==> src/ssu_pkg.sv <==
/*
 * Shared constants and types of the second serial port: register offsets,
 * reset values, control field positions, bit timing counts and state types.
 * Assumes an 8-bit special-function-register bus on a single system clock.
 */
package ssu_pkg;

    // ------------------------------------------------------------------
    // Register offsets
    // ------------------------------------------------------------------
    localparam logic [7:0] ADDR_DATA_BUFFER = 8'h9c;
    localparam logic [7:0] ADDR_BAUD_LOW    = 8'h9d;
    localparam logic [7:0] ADDR_BAUD_HIGH   = 8'h9e;
    localparam logic [7:0] ADDR_CONTROL     = 8'h9f;

    // ------------------------------------------------------------------
    // Reset values
    // ------------------------------------------------------------------
    localparam logic [7:0] RST_DATA_BUFFER  = 8'h00;
    localparam logic [7:0] RST_BAUD_LOW     = 8'h00;
    localparam logic [7:0] RST_BAUD_HIGH    = 8'h03;
    localparam logic [7:0] RST_CONTROL      = 8'h00;

    // ------------------------------------------------------------------
    // Control register field positions
    // ------------------------------------------------------------------
    localparam int unsigned POS_MODE   = 7;
    localparam int unsigned POS_SPARE  = 6;
    localparam int unsigned POS_MPROC  = 5;
    localparam int unsigned POS_RXEN   = 4;
    localparam int unsigned POS_TB8    = 3;
    localparam int unsigned POS_RB8    = 2;
    localparam int unsigned POS_TI     = 1;
    localparam int unsigned POS_RI     = 0;

    // ------------------------------------------------------------------
    // Bit timing, in ticks of the 32-times bit clock
    // ------------------------------------------------------------------
    localparam logic [4:0] TICK_MID    = 5'h0f;
    localparam logic [4:0] TICK_LAST   = 5'h1f;
    localparam logic [3:0] LAST_BIT_8  = 4'h7;
    localparam logic [3:0] LAST_BIT_9  = 4'h8;
    localparam logic [9:0] BAUD_TOP    = 10'h3ff;

    // ------------------------------------------------------------------
    // Shifter states
    // ------------------------------------------------------------------
    typedef enum logic [1:0] {
        SSU_IDLE,
        SSU_START,
        SSU_DATA,
        SSU_STOP
    } ssu_state_t;

endpackage

==> src/ssu_baud_if.sv <==
/*
 * Carrier between the serial port core and its baud tick generator.
 * Assumes both ends run on the same system clock.
 */
`timescale 1ns/1ns
`default_nettype none

interface ssu_baud_if;
    logic [9:0] divisor;
    logic       tick;

    modport gen  (input divisor, output tick);
    modport user (output divisor, input tick);
endinterface

`default_nettype wire

==> src/ssu_baud_gen.sv <==
/*
 * Baud tick generator: one tick every (1024 - divisor) system clocks,
 * which is thirty-two ticks per serial bit.
 * Assumes the divisor comes from registers on the same clock.
 */
`timescale 1ns/1ns
`default_nettype none

module ssu_baud_gen (
    // Clock and reset
    input  wire logic clk_sys,
    input  wire logic rst_n,
    // Tick carrier
    ssu_baud_if.gen   bus
);

    logic [9:0] count;

    // Count up from the divisor and reload at the top
    always_ff @(posedge clk_sys or negedge rst_n) begin
        if (!rst_n) begin
            count    <= 10'h000;
            bus.tick <= 1'b0;
        end else if (count == ssu_pkg::BAUD_TOP) begin
            count    <= bus.divisor;
            bus.tick <= 1'b1;
        end else begin
            count    <= count + 10'h001;
            bus.tick <= 1'b0;
        end
    end
endmodule

`default_nettype wire

==> src/ssu_uart.sv <==
/*
 * Second asynchronous serial port: register file on the special function
 * register bus, transmitter, double-buffered receiver, multiprocessor filter.
 * Assumes bus strobes are single-cycle and synchronous to clk_sys; the
 * receive pin is asynchronous and is synchronised here.
 */
`timescale 1ns/1ns
`default_nettype none

// Contract
// - Control bit 7 picks framing: 0 gives nine data bits, 1 gives eight.
// - Buffer address writes go to transmitter; reads return receive buffer.
// - Receive buffer keeps old byte while next frame shifts in.
// - Eight-bit mode sends start 0, eight data bits LSB first, stop 1.
// - Nine-bit mode sends start, nine data bits, ninth from transmit bit eight.
// - Reception starts by aligning bit timing to a falling receive edge.
// - At frame end buffer loads; bit eight gets stop or ninth bit.
// - Buffer and received bit eight stay unchanged during a reception.
// - Bit rate is clock over 32 times (1024 minus ten-bit divisor).
// - With filter enabled, receive flag rises only when received bit eight (ninth bit, or stop bit in eight-bit mode) is one.
// - Transmit flag sets at stop bit start and stays until software clears.
// - Receive flag sets mid stop bit and stays until software clears.
// - Reception enable field: 0 enables reception, 1 disables it.
// - Only two low baud-high bits count; resets are 03h and 00h.
module ssu_uart (
    // Clock and reset
    input  wire logic       clk_sys,
    input  wire logic       rst_n,
    // Special function register bus
    input  wire logic [7:0] sfr_addr,
    input  wire logic [7:0] sfr_wdata,
    input  wire logic       sfr_wr,
    input  wire logic       sfr_rd,
    output var  logic [7:0] sfr_rdata,
    // Serial pins
    input  wire logic       receive_data_pin,
    output var  logic       transmit_data_pin
);

    // ------------------------------------------------------------------
    // Helpers
    // ------------------------------------------------------------------

    // Address match for a given register offset
    function automatic logic reg_hit(input logic [7:0] addr, input logic [7:0] off);
        reg_hit = (addr == off);
    endfunction

    // Index of the last data bit for the latched frame width
    function automatic logic [3:0] last_bit(input logic nine);
        last_bit = nine ? ssu_pkg::LAST_BIT_9 : ssu_pkg::LAST_BIT_8;
    endfunction

    // ------------------------------------------------------------------
    // Declarations
    // ------------------------------------------------------------------
    ssu_baud_if         baud_bus ();

    logic [7:0]         serial1_baud_low;
    logic [7:0]         serial1_baud_high;
    logic [7:0]         rx_buffer;

    logic               frame_mode_select;
    logic               spare_bit;
    logic               multiproc_filter_enable;
    logic               receive_enable_field;
    logic               transmit_bit_eight;
    logic               received_bit_eight;
    logic               transmit_complete_flag;
    logic               receive_complete_flag;

    logic               wr_buffer;
    logic               wr_control;

    ssu_pkg::ssu_state_t tx_state;
    logic [4:0]         tx_phase;
    logic [3:0]         tx_bit;
    logic [8:0]         tx_shift;
    logic               tx_nine;
    logic               tx_enter_stop;

    ssu_pkg::ssu_state_t rx_state;
    logic [4:0]         rx_phase;
    logic [3:0]         rx_bit;
    logic [8:0]         rx_bits;
    logic               rx_nine;
    logic               rx_finish;
    logic               next_rb8;
    logic               rx_flag_ok;

    logic               rxd_meta;
    logic               rxd_sync;
    logic               rxd_prev;
    logic               rxd_fall;

    // ------------------------------------------------------------------
    // Baud generator
    // ------------------------------------------------------------------

    // Divisor takes only the two low bits of the high register
    assign baud_bus.divisor = {serial1_baud_high[1:0], serial1_baud_low};

    ssu_baud_gen u_baud (
        .clk_sys (clk_sys),
        .rst_n   (rst_n),
        .bus     (baud_bus)
    );

    // ------------------------------------------------------------------
    // Register write decode
    // ------------------------------------------------------------------

    // Write strobes per register
    assign wr_buffer  = sfr_wr && reg_hit(sfr_addr, ssu_pkg::ADDR_DATA_BUFFER);
    assign wr_control = sfr_wr && reg_hit(sfr_addr, ssu_pkg::ADDR_CONTROL);

    // Baud registers, held whole but only low bits of high used
    always_ff @(posedge clk_sys or negedge rst_n) begin
        if (!rst_n) begin
            serial1_baud_low  <= ssu_pkg::RST_BAUD_LOW;
            serial1_baud_high <= ssu_pkg::RST_BAUD_HIGH;
        end else begin
            if (sfr_wr && reg_hit(sfr_addr, ssu_pkg::ADDR_BAUD_LOW)) begin
                serial1_baud_low <= sfr_wdata;
            end
            if (sfr_wr && reg_hit(sfr_addr, ssu_pkg::ADDR_BAUD_HIGH)) begin
                serial1_baud_high <= sfr_wdata;
            end
        end
    end

    // Plain control fields written by software only
    always_ff @(posedge clk_sys or negedge rst_n) begin
        if (!rst_n) begin
            frame_mode_select       <= ssu_pkg::RST_CONTROL[ssu_pkg::POS_MODE];
            spare_bit               <= ssu_pkg::RST_CONTROL[ssu_pkg::POS_SPARE];
            multiproc_filter_enable <= ssu_pkg::RST_CONTROL[ssu_pkg::POS_MPROC];
            receive_enable_field    <= ssu_pkg::RST_CONTROL[ssu_pkg::POS_RXEN];
            transmit_bit_eight      <= ssu_pkg::RST_CONTROL[ssu_pkg::POS_TB8];
        end else if (wr_control) begin
            frame_mode_select       <= sfr_wdata[ssu_pkg::POS_MODE];
            spare_bit               <= sfr_wdata[ssu_pkg::POS_SPARE];
            multiproc_filter_enable <= sfr_wdata[ssu_pkg::POS_MPROC];
            receive_enable_field    <= sfr_wdata[ssu_pkg::POS_RXEN];
            transmit_bit_eight      <= sfr_wdata[ssu_pkg::POS_TB8];
        end
    end

    // Hardware-set fields: the hardware event wins over a software write
    always_ff @(posedge clk_sys or negedge rst_n) begin
        if (!rst_n) begin
            received_bit_eight     <= ssu_pkg::RST_CONTROL[ssu_pkg::POS_RB8];
            transmit_complete_flag <= ssu_pkg::RST_CONTROL[ssu_pkg::POS_TI];
            receive_complete_flag  <= ssu_pkg::RST_CONTROL[ssu_pkg::POS_RI];
        end else begin
            if (rx_finish) begin
                received_bit_eight <= next_rb8;
            end else if (wr_control) begin
                received_bit_eight <= sfr_wdata[ssu_pkg::POS_RB8];
            end
            if (tx_enter_stop) begin
                transmit_complete_flag <= 1'b1;
            end else if (wr_control) begin
                transmit_complete_flag <= sfr_wdata[ssu_pkg::POS_TI];
            end
            if (rx_finish && rx_flag_ok) begin
                receive_complete_flag <= 1'b1;
            end else if (wr_control) begin
                receive_complete_flag <= sfr_wdata[ssu_pkg::POS_RI];
            end
        end
    end

    // ------------------------------------------------------------------
    // Register read
    // ------------------------------------------------------------------

    // Registered read data, zero for unmapped offsets
    always_ff @(posedge clk_sys or negedge rst_n) begin
        if (!rst_n) begin
            sfr_rdata <= 8'h00;
        end else if (sfr_rd) begin
            case (sfr_addr)
                ssu_pkg::ADDR_DATA_BUFFER: sfr_rdata <= rx_buffer;
                ssu_pkg::ADDR_BAUD_LOW:    sfr_rdata <= serial1_baud_low;
                ssu_pkg::ADDR_BAUD_HIGH:   sfr_rdata <= serial1_baud_high;
                ssu_pkg::ADDR_CONTROL: begin
                    sfr_rdata <= {frame_mode_select, spare_bit,
                                  multiproc_filter_enable, receive_enable_field,
                                  transmit_bit_eight, received_bit_eight,
                                  transmit_complete_flag, receive_complete_flag};
                end
                default:                   sfr_rdata <= 8'h00;
            endcase
        end
    end

    // ------------------------------------------------------------------
    // Transmitter
    // ------------------------------------------------------------------

    // Last data bit ends and the stop bit begins
    assign tx_enter_stop = (tx_state == ssu_pkg::SSU_DATA) && baud_bus.tick &&
                           (tx_phase == ssu_pkg::TICK_LAST) &&
                           (tx_bit == last_bit(tx_nine));

    // Frame shifter; a buffer write while busy is ignored
    always_ff @(posedge clk_sys or negedge rst_n) begin
        if (!rst_n) begin
            tx_state          <= ssu_pkg::SSU_IDLE;
            tx_phase          <= 5'h00;
            tx_bit            <= 4'h0;
            tx_shift          <= 9'h000;
            tx_nine           <= 1'b0;
            transmit_data_pin <= 1'b1;
        end else begin
            case (tx_state)
                ssu_pkg::SSU_IDLE: begin
                    if (wr_buffer) begin
                        tx_state          <= ssu_pkg::SSU_START;
                        tx_phase          <= 5'h00;
                        tx_shift          <= {transmit_bit_eight, sfr_wdata};
                        tx_nine           <= !frame_mode_select;
                        transmit_data_pin <= 1'b0;
                    end
                end
                ssu_pkg::SSU_START: begin
                    if (baud_bus.tick) begin
                        tx_phase <= tx_phase + 5'h01;
                        if (tx_phase == ssu_pkg::TICK_LAST) begin
                            tx_state          <= ssu_pkg::SSU_DATA;
                            tx_bit            <= 4'h0;
                            transmit_data_pin <= tx_shift[0];
                        end
                    end
                end
                ssu_pkg::SSU_DATA: begin
                    if (baud_bus.tick) begin
                        tx_phase <= tx_phase + 5'h01;
                        if (tx_phase == ssu_pkg::TICK_LAST) begin
                            if (tx_enter_stop) begin
                                tx_state          <= ssu_pkg::SSU_STOP;
                                transmit_data_pin <= 1'b1;
                            end else begin
                                tx_bit            <= tx_bit + 4'h1;
                                tx_shift          <= {1'b1, tx_shift[8:1]};
                                transmit_data_pin <= tx_shift[1];
                            end
                        end
                    end
                end
                ssu_pkg::SSU_STOP: begin
                    if (baud_bus.tick) begin
                        tx_phase <= tx_phase + 5'h01;
                        if (tx_phase == ssu_pkg::TICK_LAST) begin
                            tx_state <= ssu_pkg::SSU_IDLE;
                        end
                    end
                end
                default: begin
                    tx_state          <= ssu_pkg::SSU_IDLE;
                    transmit_data_pin <= 1'b1;
                end
            endcase
        end
    end

    // ------------------------------------------------------------------
    // Receiver
    // ------------------------------------------------------------------

    // Two-stage synchroniser plus edge history
    always_ff @(posedge clk_sys or negedge rst_n) begin
        if (!rst_n) begin
            rxd_meta <= 1'b1;
            rxd_sync <= 1'b1;
            rxd_prev <= 1'b1;
        end else begin
            rxd_meta <= receive_data_pin;
            rxd_sync <= rxd_meta;
            rxd_prev <= rxd_sync;
        end
    end

    // Falling edge, end of frame, received bit eight and filter decision
    assign rxd_fall   = rxd_prev && !rxd_sync;
    assign rx_finish  = (rx_state == ssu_pkg::SSU_STOP) && baud_bus.tick &&
                        (rx_phase == ssu_pkg::TICK_LAST);
    assign next_rb8   = rx_nine ? rx_bits[8] : rxd_sync;
    assign rx_flag_ok = !multiproc_filter_enable || next_rb8;

    // Frame sampler; phase is offset so samples land mid-bit
    always_ff @(posedge clk_sys or negedge rst_n) begin
        if (!rst_n) begin
            rx_state <= ssu_pkg::SSU_IDLE;
            rx_phase <= 5'h00;
            rx_bit   <= 4'h0;
            rx_bits  <= 9'h000;
            rx_nine  <= 1'b0;
        end else begin
            case (rx_state)
                ssu_pkg::SSU_IDLE: begin
                    if (rxd_fall && !receive_enable_field) begin
                        rx_state <= ssu_pkg::SSU_START;
                        rx_phase <= 5'h00;
                        rx_nine  <= !frame_mode_select;
                    end
                end
                ssu_pkg::SSU_START: begin
                    if (baud_bus.tick) begin
                        rx_phase <= rx_phase + 5'h01;
                        if (rx_phase == ssu_pkg::TICK_MID) begin
                            rx_phase <= 5'h00;
                            rx_bit   <= 4'h0;
                            if (rxd_sync) begin
                                rx_state <= ssu_pkg::SSU_IDLE;
                            end else begin
                                rx_state <= ssu_pkg::SSU_DATA;
                            end
                        end
                    end
                end
                ssu_pkg::SSU_DATA: begin
                    if (baud_bus.tick) begin
                        rx_phase <= rx_phase + 5'h01;
                        if (rx_phase == ssu_pkg::TICK_LAST) begin
                            rx_bits[rx_bit] <= rxd_sync;
                            if (rx_bit == last_bit(rx_nine)) begin
                                rx_state <= ssu_pkg::SSU_STOP;
                            end else begin
                                rx_bit <= rx_bit + 4'h1;
                            end
                        end
                    end
                end
                ssu_pkg::SSU_STOP: begin
                    if (baud_bus.tick) begin
                        rx_phase <= rx_phase + 5'h01;
                        if (rx_phase == ssu_pkg::TICK_LAST) begin
                            rx_state <= ssu_pkg::SSU_IDLE;
                        end
                    end
                end
                default: begin
                    rx_state <= ssu_pkg::SSU_IDLE;
                end
            endcase
        end
    end

    // Receive buffer replaced only when a frame completes
    always_ff @(posedge clk_sys or negedge rst_n) begin
        if (!rst_n) begin
            rx_buffer <= ssu_pkg::RST_DATA_BUFFER;
        end else if (rx_finish) begin
            rx_buffer <= rx_bits[7:0];
        end
    end
endmodule

`default_nettype wire

==> config.mk <==
export PLATFORM = sky130hd
export DESIGN_NAME = ssu_uart
export DESIGN_NICKNAME = d
export VERILOG_FILES = /design/src/ssu_pkg.sv /design/src/ssu_baud_if.sv /design/src/ssu_baud_gen.sv /design/src/ssu_uart.sv
export SDC_FILE = /design/constraint.sdc
export NUM_CORES = 1
export LEC_CHECK = 0
export BUFFER_PORTS_ARGS = -buffer_cell sky130_fd_sc_hd__buf_4
export CORE_ASPECT_RATIO = 1.4
export CORE_MARGIN = 3
export CORE_UTILIZATION = 30
export DETAILED_ROUTE_END_ITERATION = 10
export PLACE_DENSITY_LB_ADDON = 0.3
export SLEW_MARGIN = 25
export SYNTH_ARGS = -nofsm -noshare
export SYNTH_HDL_FRONTEND = slang
export SYNTH_SLANG_ARGS = --single-unit
==> constraint.sdc <==
create_clock -name clk_sys -period 2.3 [get_ports clk_sys]
set_input_delay 0 -clock clk_sys [delete_from_list [all_inputs] [get_ports clk_sys]]
set_output_delay 0 -clock clk_sys [all_outputs]
set_load 0.01 [all_outputs]
==> results.sh <==
export IMPL_synth_flop_cell="dfrtp_1"
export IMPL_power_density_nw_per_um2=616.8
export IMPL_critPathCaptureType="flop"
export IMPL_rows=54
export IMPL_clk_latency_ns=0.35
export IMPL_fmax_mhz=481.4
export IMPL_synth_edff_count=0
export IMPL_async_flop_share=1.000
export IMPL_clk_pin_slew_ns=0.07
export IMPL_cts_sinks=97
export IMPL_final_nets=508
export IMPL_viasPerCell=5.021
export IMPL_io_buffers=29
export IMPL_yosys_area_share_simple=0.1223
export IMPL_cp_max_fo=8
export IMPL_grt_ovfl_total=0
export IMPL_hp_class="input port to asynchronous set/reset pin"
export IMPL_yosysUniqueCellTypes=64
export IMPL_clk_path_buf_depth=2
export IMPL_die_y_um=157.8
export IMPL_total_power_w=0.003599
export IMPL_p_int_w=0.002695
export IMPL_p_sw_w=0.0009049
export IMPL_syn_nets=461
export IMPL_sequentialPowerShare=0.513
export IMPL_period_share=0.9031
export IMPL_gr_usage_all_layers=0.1265
export IMPL_switching_share=0.2514
export IMPL_wl_mm=10.56
export IMPL_dr_pass1_iters=4
export IMPL_post_place_ws_ns=0.2128
export IMPL_leakage_nw=2.521
export IMPL_synth_xor_xnor_area_share=0.01418
export IMPL_worst_slack_ns=0.2228
export IMPL_numCtsBuffers=9
export IMPL_relSlewSlack=0.5603
export IMPL_grt_pass1_vias=3667
export IMPL_dieArea_um2=18060
export IMPL_core_area_um2=15880
export IMPL_regToRegSetupSlack_ns=0.22
export IMPL_syn2layout_area_growth_pct=18.14
export IMPL_num_io_pins=30
export IMPL_critPathRequiredTime_ns=2.53
export IMPL_place_congestion=0.7676
export IMPL_rsz0062_at_grt="false"
export IMPL_synth_area_leaders="dfrtp_1 46%, mux2_2 13%, ha_1 4.3%"
export IMPL_detail_route_wl_per_cell_um=15.73
export IMPL_hpwl_mm=7.846
export IMPL_worstMarginPinSlew_ns=0.6526
export IMPL_startpoint_type="flop"
export IMPL_layout_drive_gt1_share=0.3032
export IMPL_critPathKind="flop to flop"
export IMPL_synth_fa_ha_area_frac=0.04306
export IMPL_status="finished, final reports clean"
export IMPL_fin_crit_ns=2.077
export IMPL_skew_ns=0.01185
export IMPL_drtAntennaViolNets=0
export IMPL_die_w_um=114.5
export IMPL_h_tree_depth=3
export IMPL_worstPathArrival_ns=2.31
export IMPL_maxCapViolations=0
export IMPL_synthMuxAreaShare=0.1917
export IMPL_hold_viol_final=0
export IMPL_ir_worst_vdd_mv=0.3230
export IMPL_antenna_found_initial=0
export IMPL_n_antenna_cell=0
export IMPL_finalSetupViolCount=0
export IMPL_vias=3369
export IMPL_drtIter0Drc=149
export IMPL_synth_cells=423
export IMPL_clockRootBuffer="clkbuf_16"
export IMPL_syn_cell_area_um2=4940
export IMPL_grt_pass1_wl_mm=18.13
export IMPL_yosys_register_bits=97
export IMPL_synth_top_family_by_area="multiplexers"
export IMPL_drc=0
export IMPL_avgSynthCellArea_um2=11.68
export IMPL_start_util=0.3111
export IMPL_synth_compound_area_frac=0.09980
export IMPL_grt_max_degree=58
export IMPL_seq_area_frac_synth=0.4929
export IMPL_yosys_area_top_type="dfrtp_1"
export IMPL_drv_slew=0
export IMPL_cts_setup_buffers=0
export IMPL_tns_ns=0
export IMPL_hold_ws_ns=0.1958
export IMPL_synth_warnings=0
export IMPL_cts_tree="built"
export IMPL_clockPowerShare=0.407
export IMPL_synth_top_area_frac=0.4610
export IMPL_p_comb_frac=0.081
==> cells by family (layout without fill, tap and decap cells) <==
| kind of cell | Yosys count | count (layout) |
|---|---|---|
| and+or+nand+nor | 115 | 115 |
| DFF | 97 | 97 |
| muxes | 77 | 77 |
| AOI/OAI and AO/OA | 67 | 67 |
| adders and majority gates | 17 | 17 |
| buffers and inverters | 42 | 94 |
| xor gates and xnor gates | 8 | 8 |
==> power by group through the flow <==
stage	registers, W	clock network [W]	logic (W)
after floorplan	0.00186	0	0.000165
after global placement	0.00187	0	0.000269
after detailed placement	0.00188	0	0.000281
after CTS	0.00185	0.00150	0.000298
after global routing	0.00185	0.00158	0.000336
final	0.00184	0.00146	0.000290
==> critical path: stages, from the launching register on <==
cell and delay, ns:
dfrtp_1 0.41, ha_1 0.18, and3_1 0.16, ha_1 0.19
and3_1 0.22, o221ai_2 0.13, a21boi_4 0.30, mux2_2 0.37
==> cell usage in the layout (no fill, tap or decap), types with 4 or more instances in the layout <==
cell | netlist | layout
mux4_2 | 8 | 8
xnor2_1 | 4 | 4
a22o_1 | 7 | 7
nor3_1 | 5 | 5
o21ai_0 | 18 | 18
nand3_1 | 22 | 22
nor2_1 | 13 | 13
dlygate4sd3_1 | 0 | 11
o22ai_1 | 9 | 9
dfstp_2 | 6 | 6
mux2_2 | 57 | 57
nand2_1 | 41 | 41
ha_1 | 17 | 16
mux2i_1 | 11 | 11
xor2_1 | 4 | 4
dfrtp_1 | 91 | 91
buf_4 | 3 | 42
a21oi_1 | 8 | 8
inv_1 | 24 | 24
clkbuf_16 | 0 | 9
nand2b_1 | 4 | 4
==> per-layer routing <==
metal	global-route usage	vias to the layer above	part of all wire
li1	-	1619	-
met1	0.1509	1678	0.42
met2	0.2240	57	0.53
met3	0.02409	15	0.027
met4	0.04754	0	0.018
met5	0	-	0
==> state kept, by name, summed over array words and instances, names as in the netlist, 4 cells and up, named ones only <==
register,cells
rx_bit,4
rx_bits,9
rx_buffer,8
rx_phase,5
serial1_baud_high,8
serial1_baud_low,8
sfr_rdata,8
tx_bit,4
tx_phase,5
tx_shift,9
u_baud.count,10
==> repair_timing <==
action                                 4_1_cts  5_1_grt
endpoints found under the hold margin       68        0
gates resized for setup                      0        1
setup endpoints to repair                    0        5
hold buffers                                11        0
==> stage by stage <==
stage,utilization,area (µm²),std cells
finish,0.3675,5836,671
global route,0.3675,5836,671
CTS,0.3674,5833,671
detailed placement,0.3422,5433,644
global placement,0.3422,5433,644
floorplan,-,4940,423
==> cell usage after synthesis (all sizes together), types with 7 or more instances <==
cell type  count
a21oi          8
a22o           7
buf           12
dfrtp         91
ha            17
inv           24
mux2          58
mux2i         11
mux4           8
nand2         41
nand3         22
nor2          14
nor3           7
o21ai         19
o22ai          9
==> worst paths after layout <==
path	start	endpoint	cells after the start
max	tx_phase[0]	tx_shift[7]	7
min	rst_n	rx_bit[1]	2
max reg2reg	tx_phase[0]	tx_shift[7]	7
min reg2reg	rxd_meta	rxd_sync	0
max in group asynchronous	rst_n	serial1_baud_high[1]	3
min in group clk_sys	sfr_addr[0]	transmit_data_pin	4
==> layout make-up <==
type                       count  area (µm²)
fill                        1548       10040
sequential                    97        2435
multi-input combinational    284        2330
timing repair buffer          54       445.4
tap                          196       245.2
clock buffer                  10       239.0
inverter                      24       90.09
clock inverter                 6       51.30
Power figures use the tool's default switching activity.
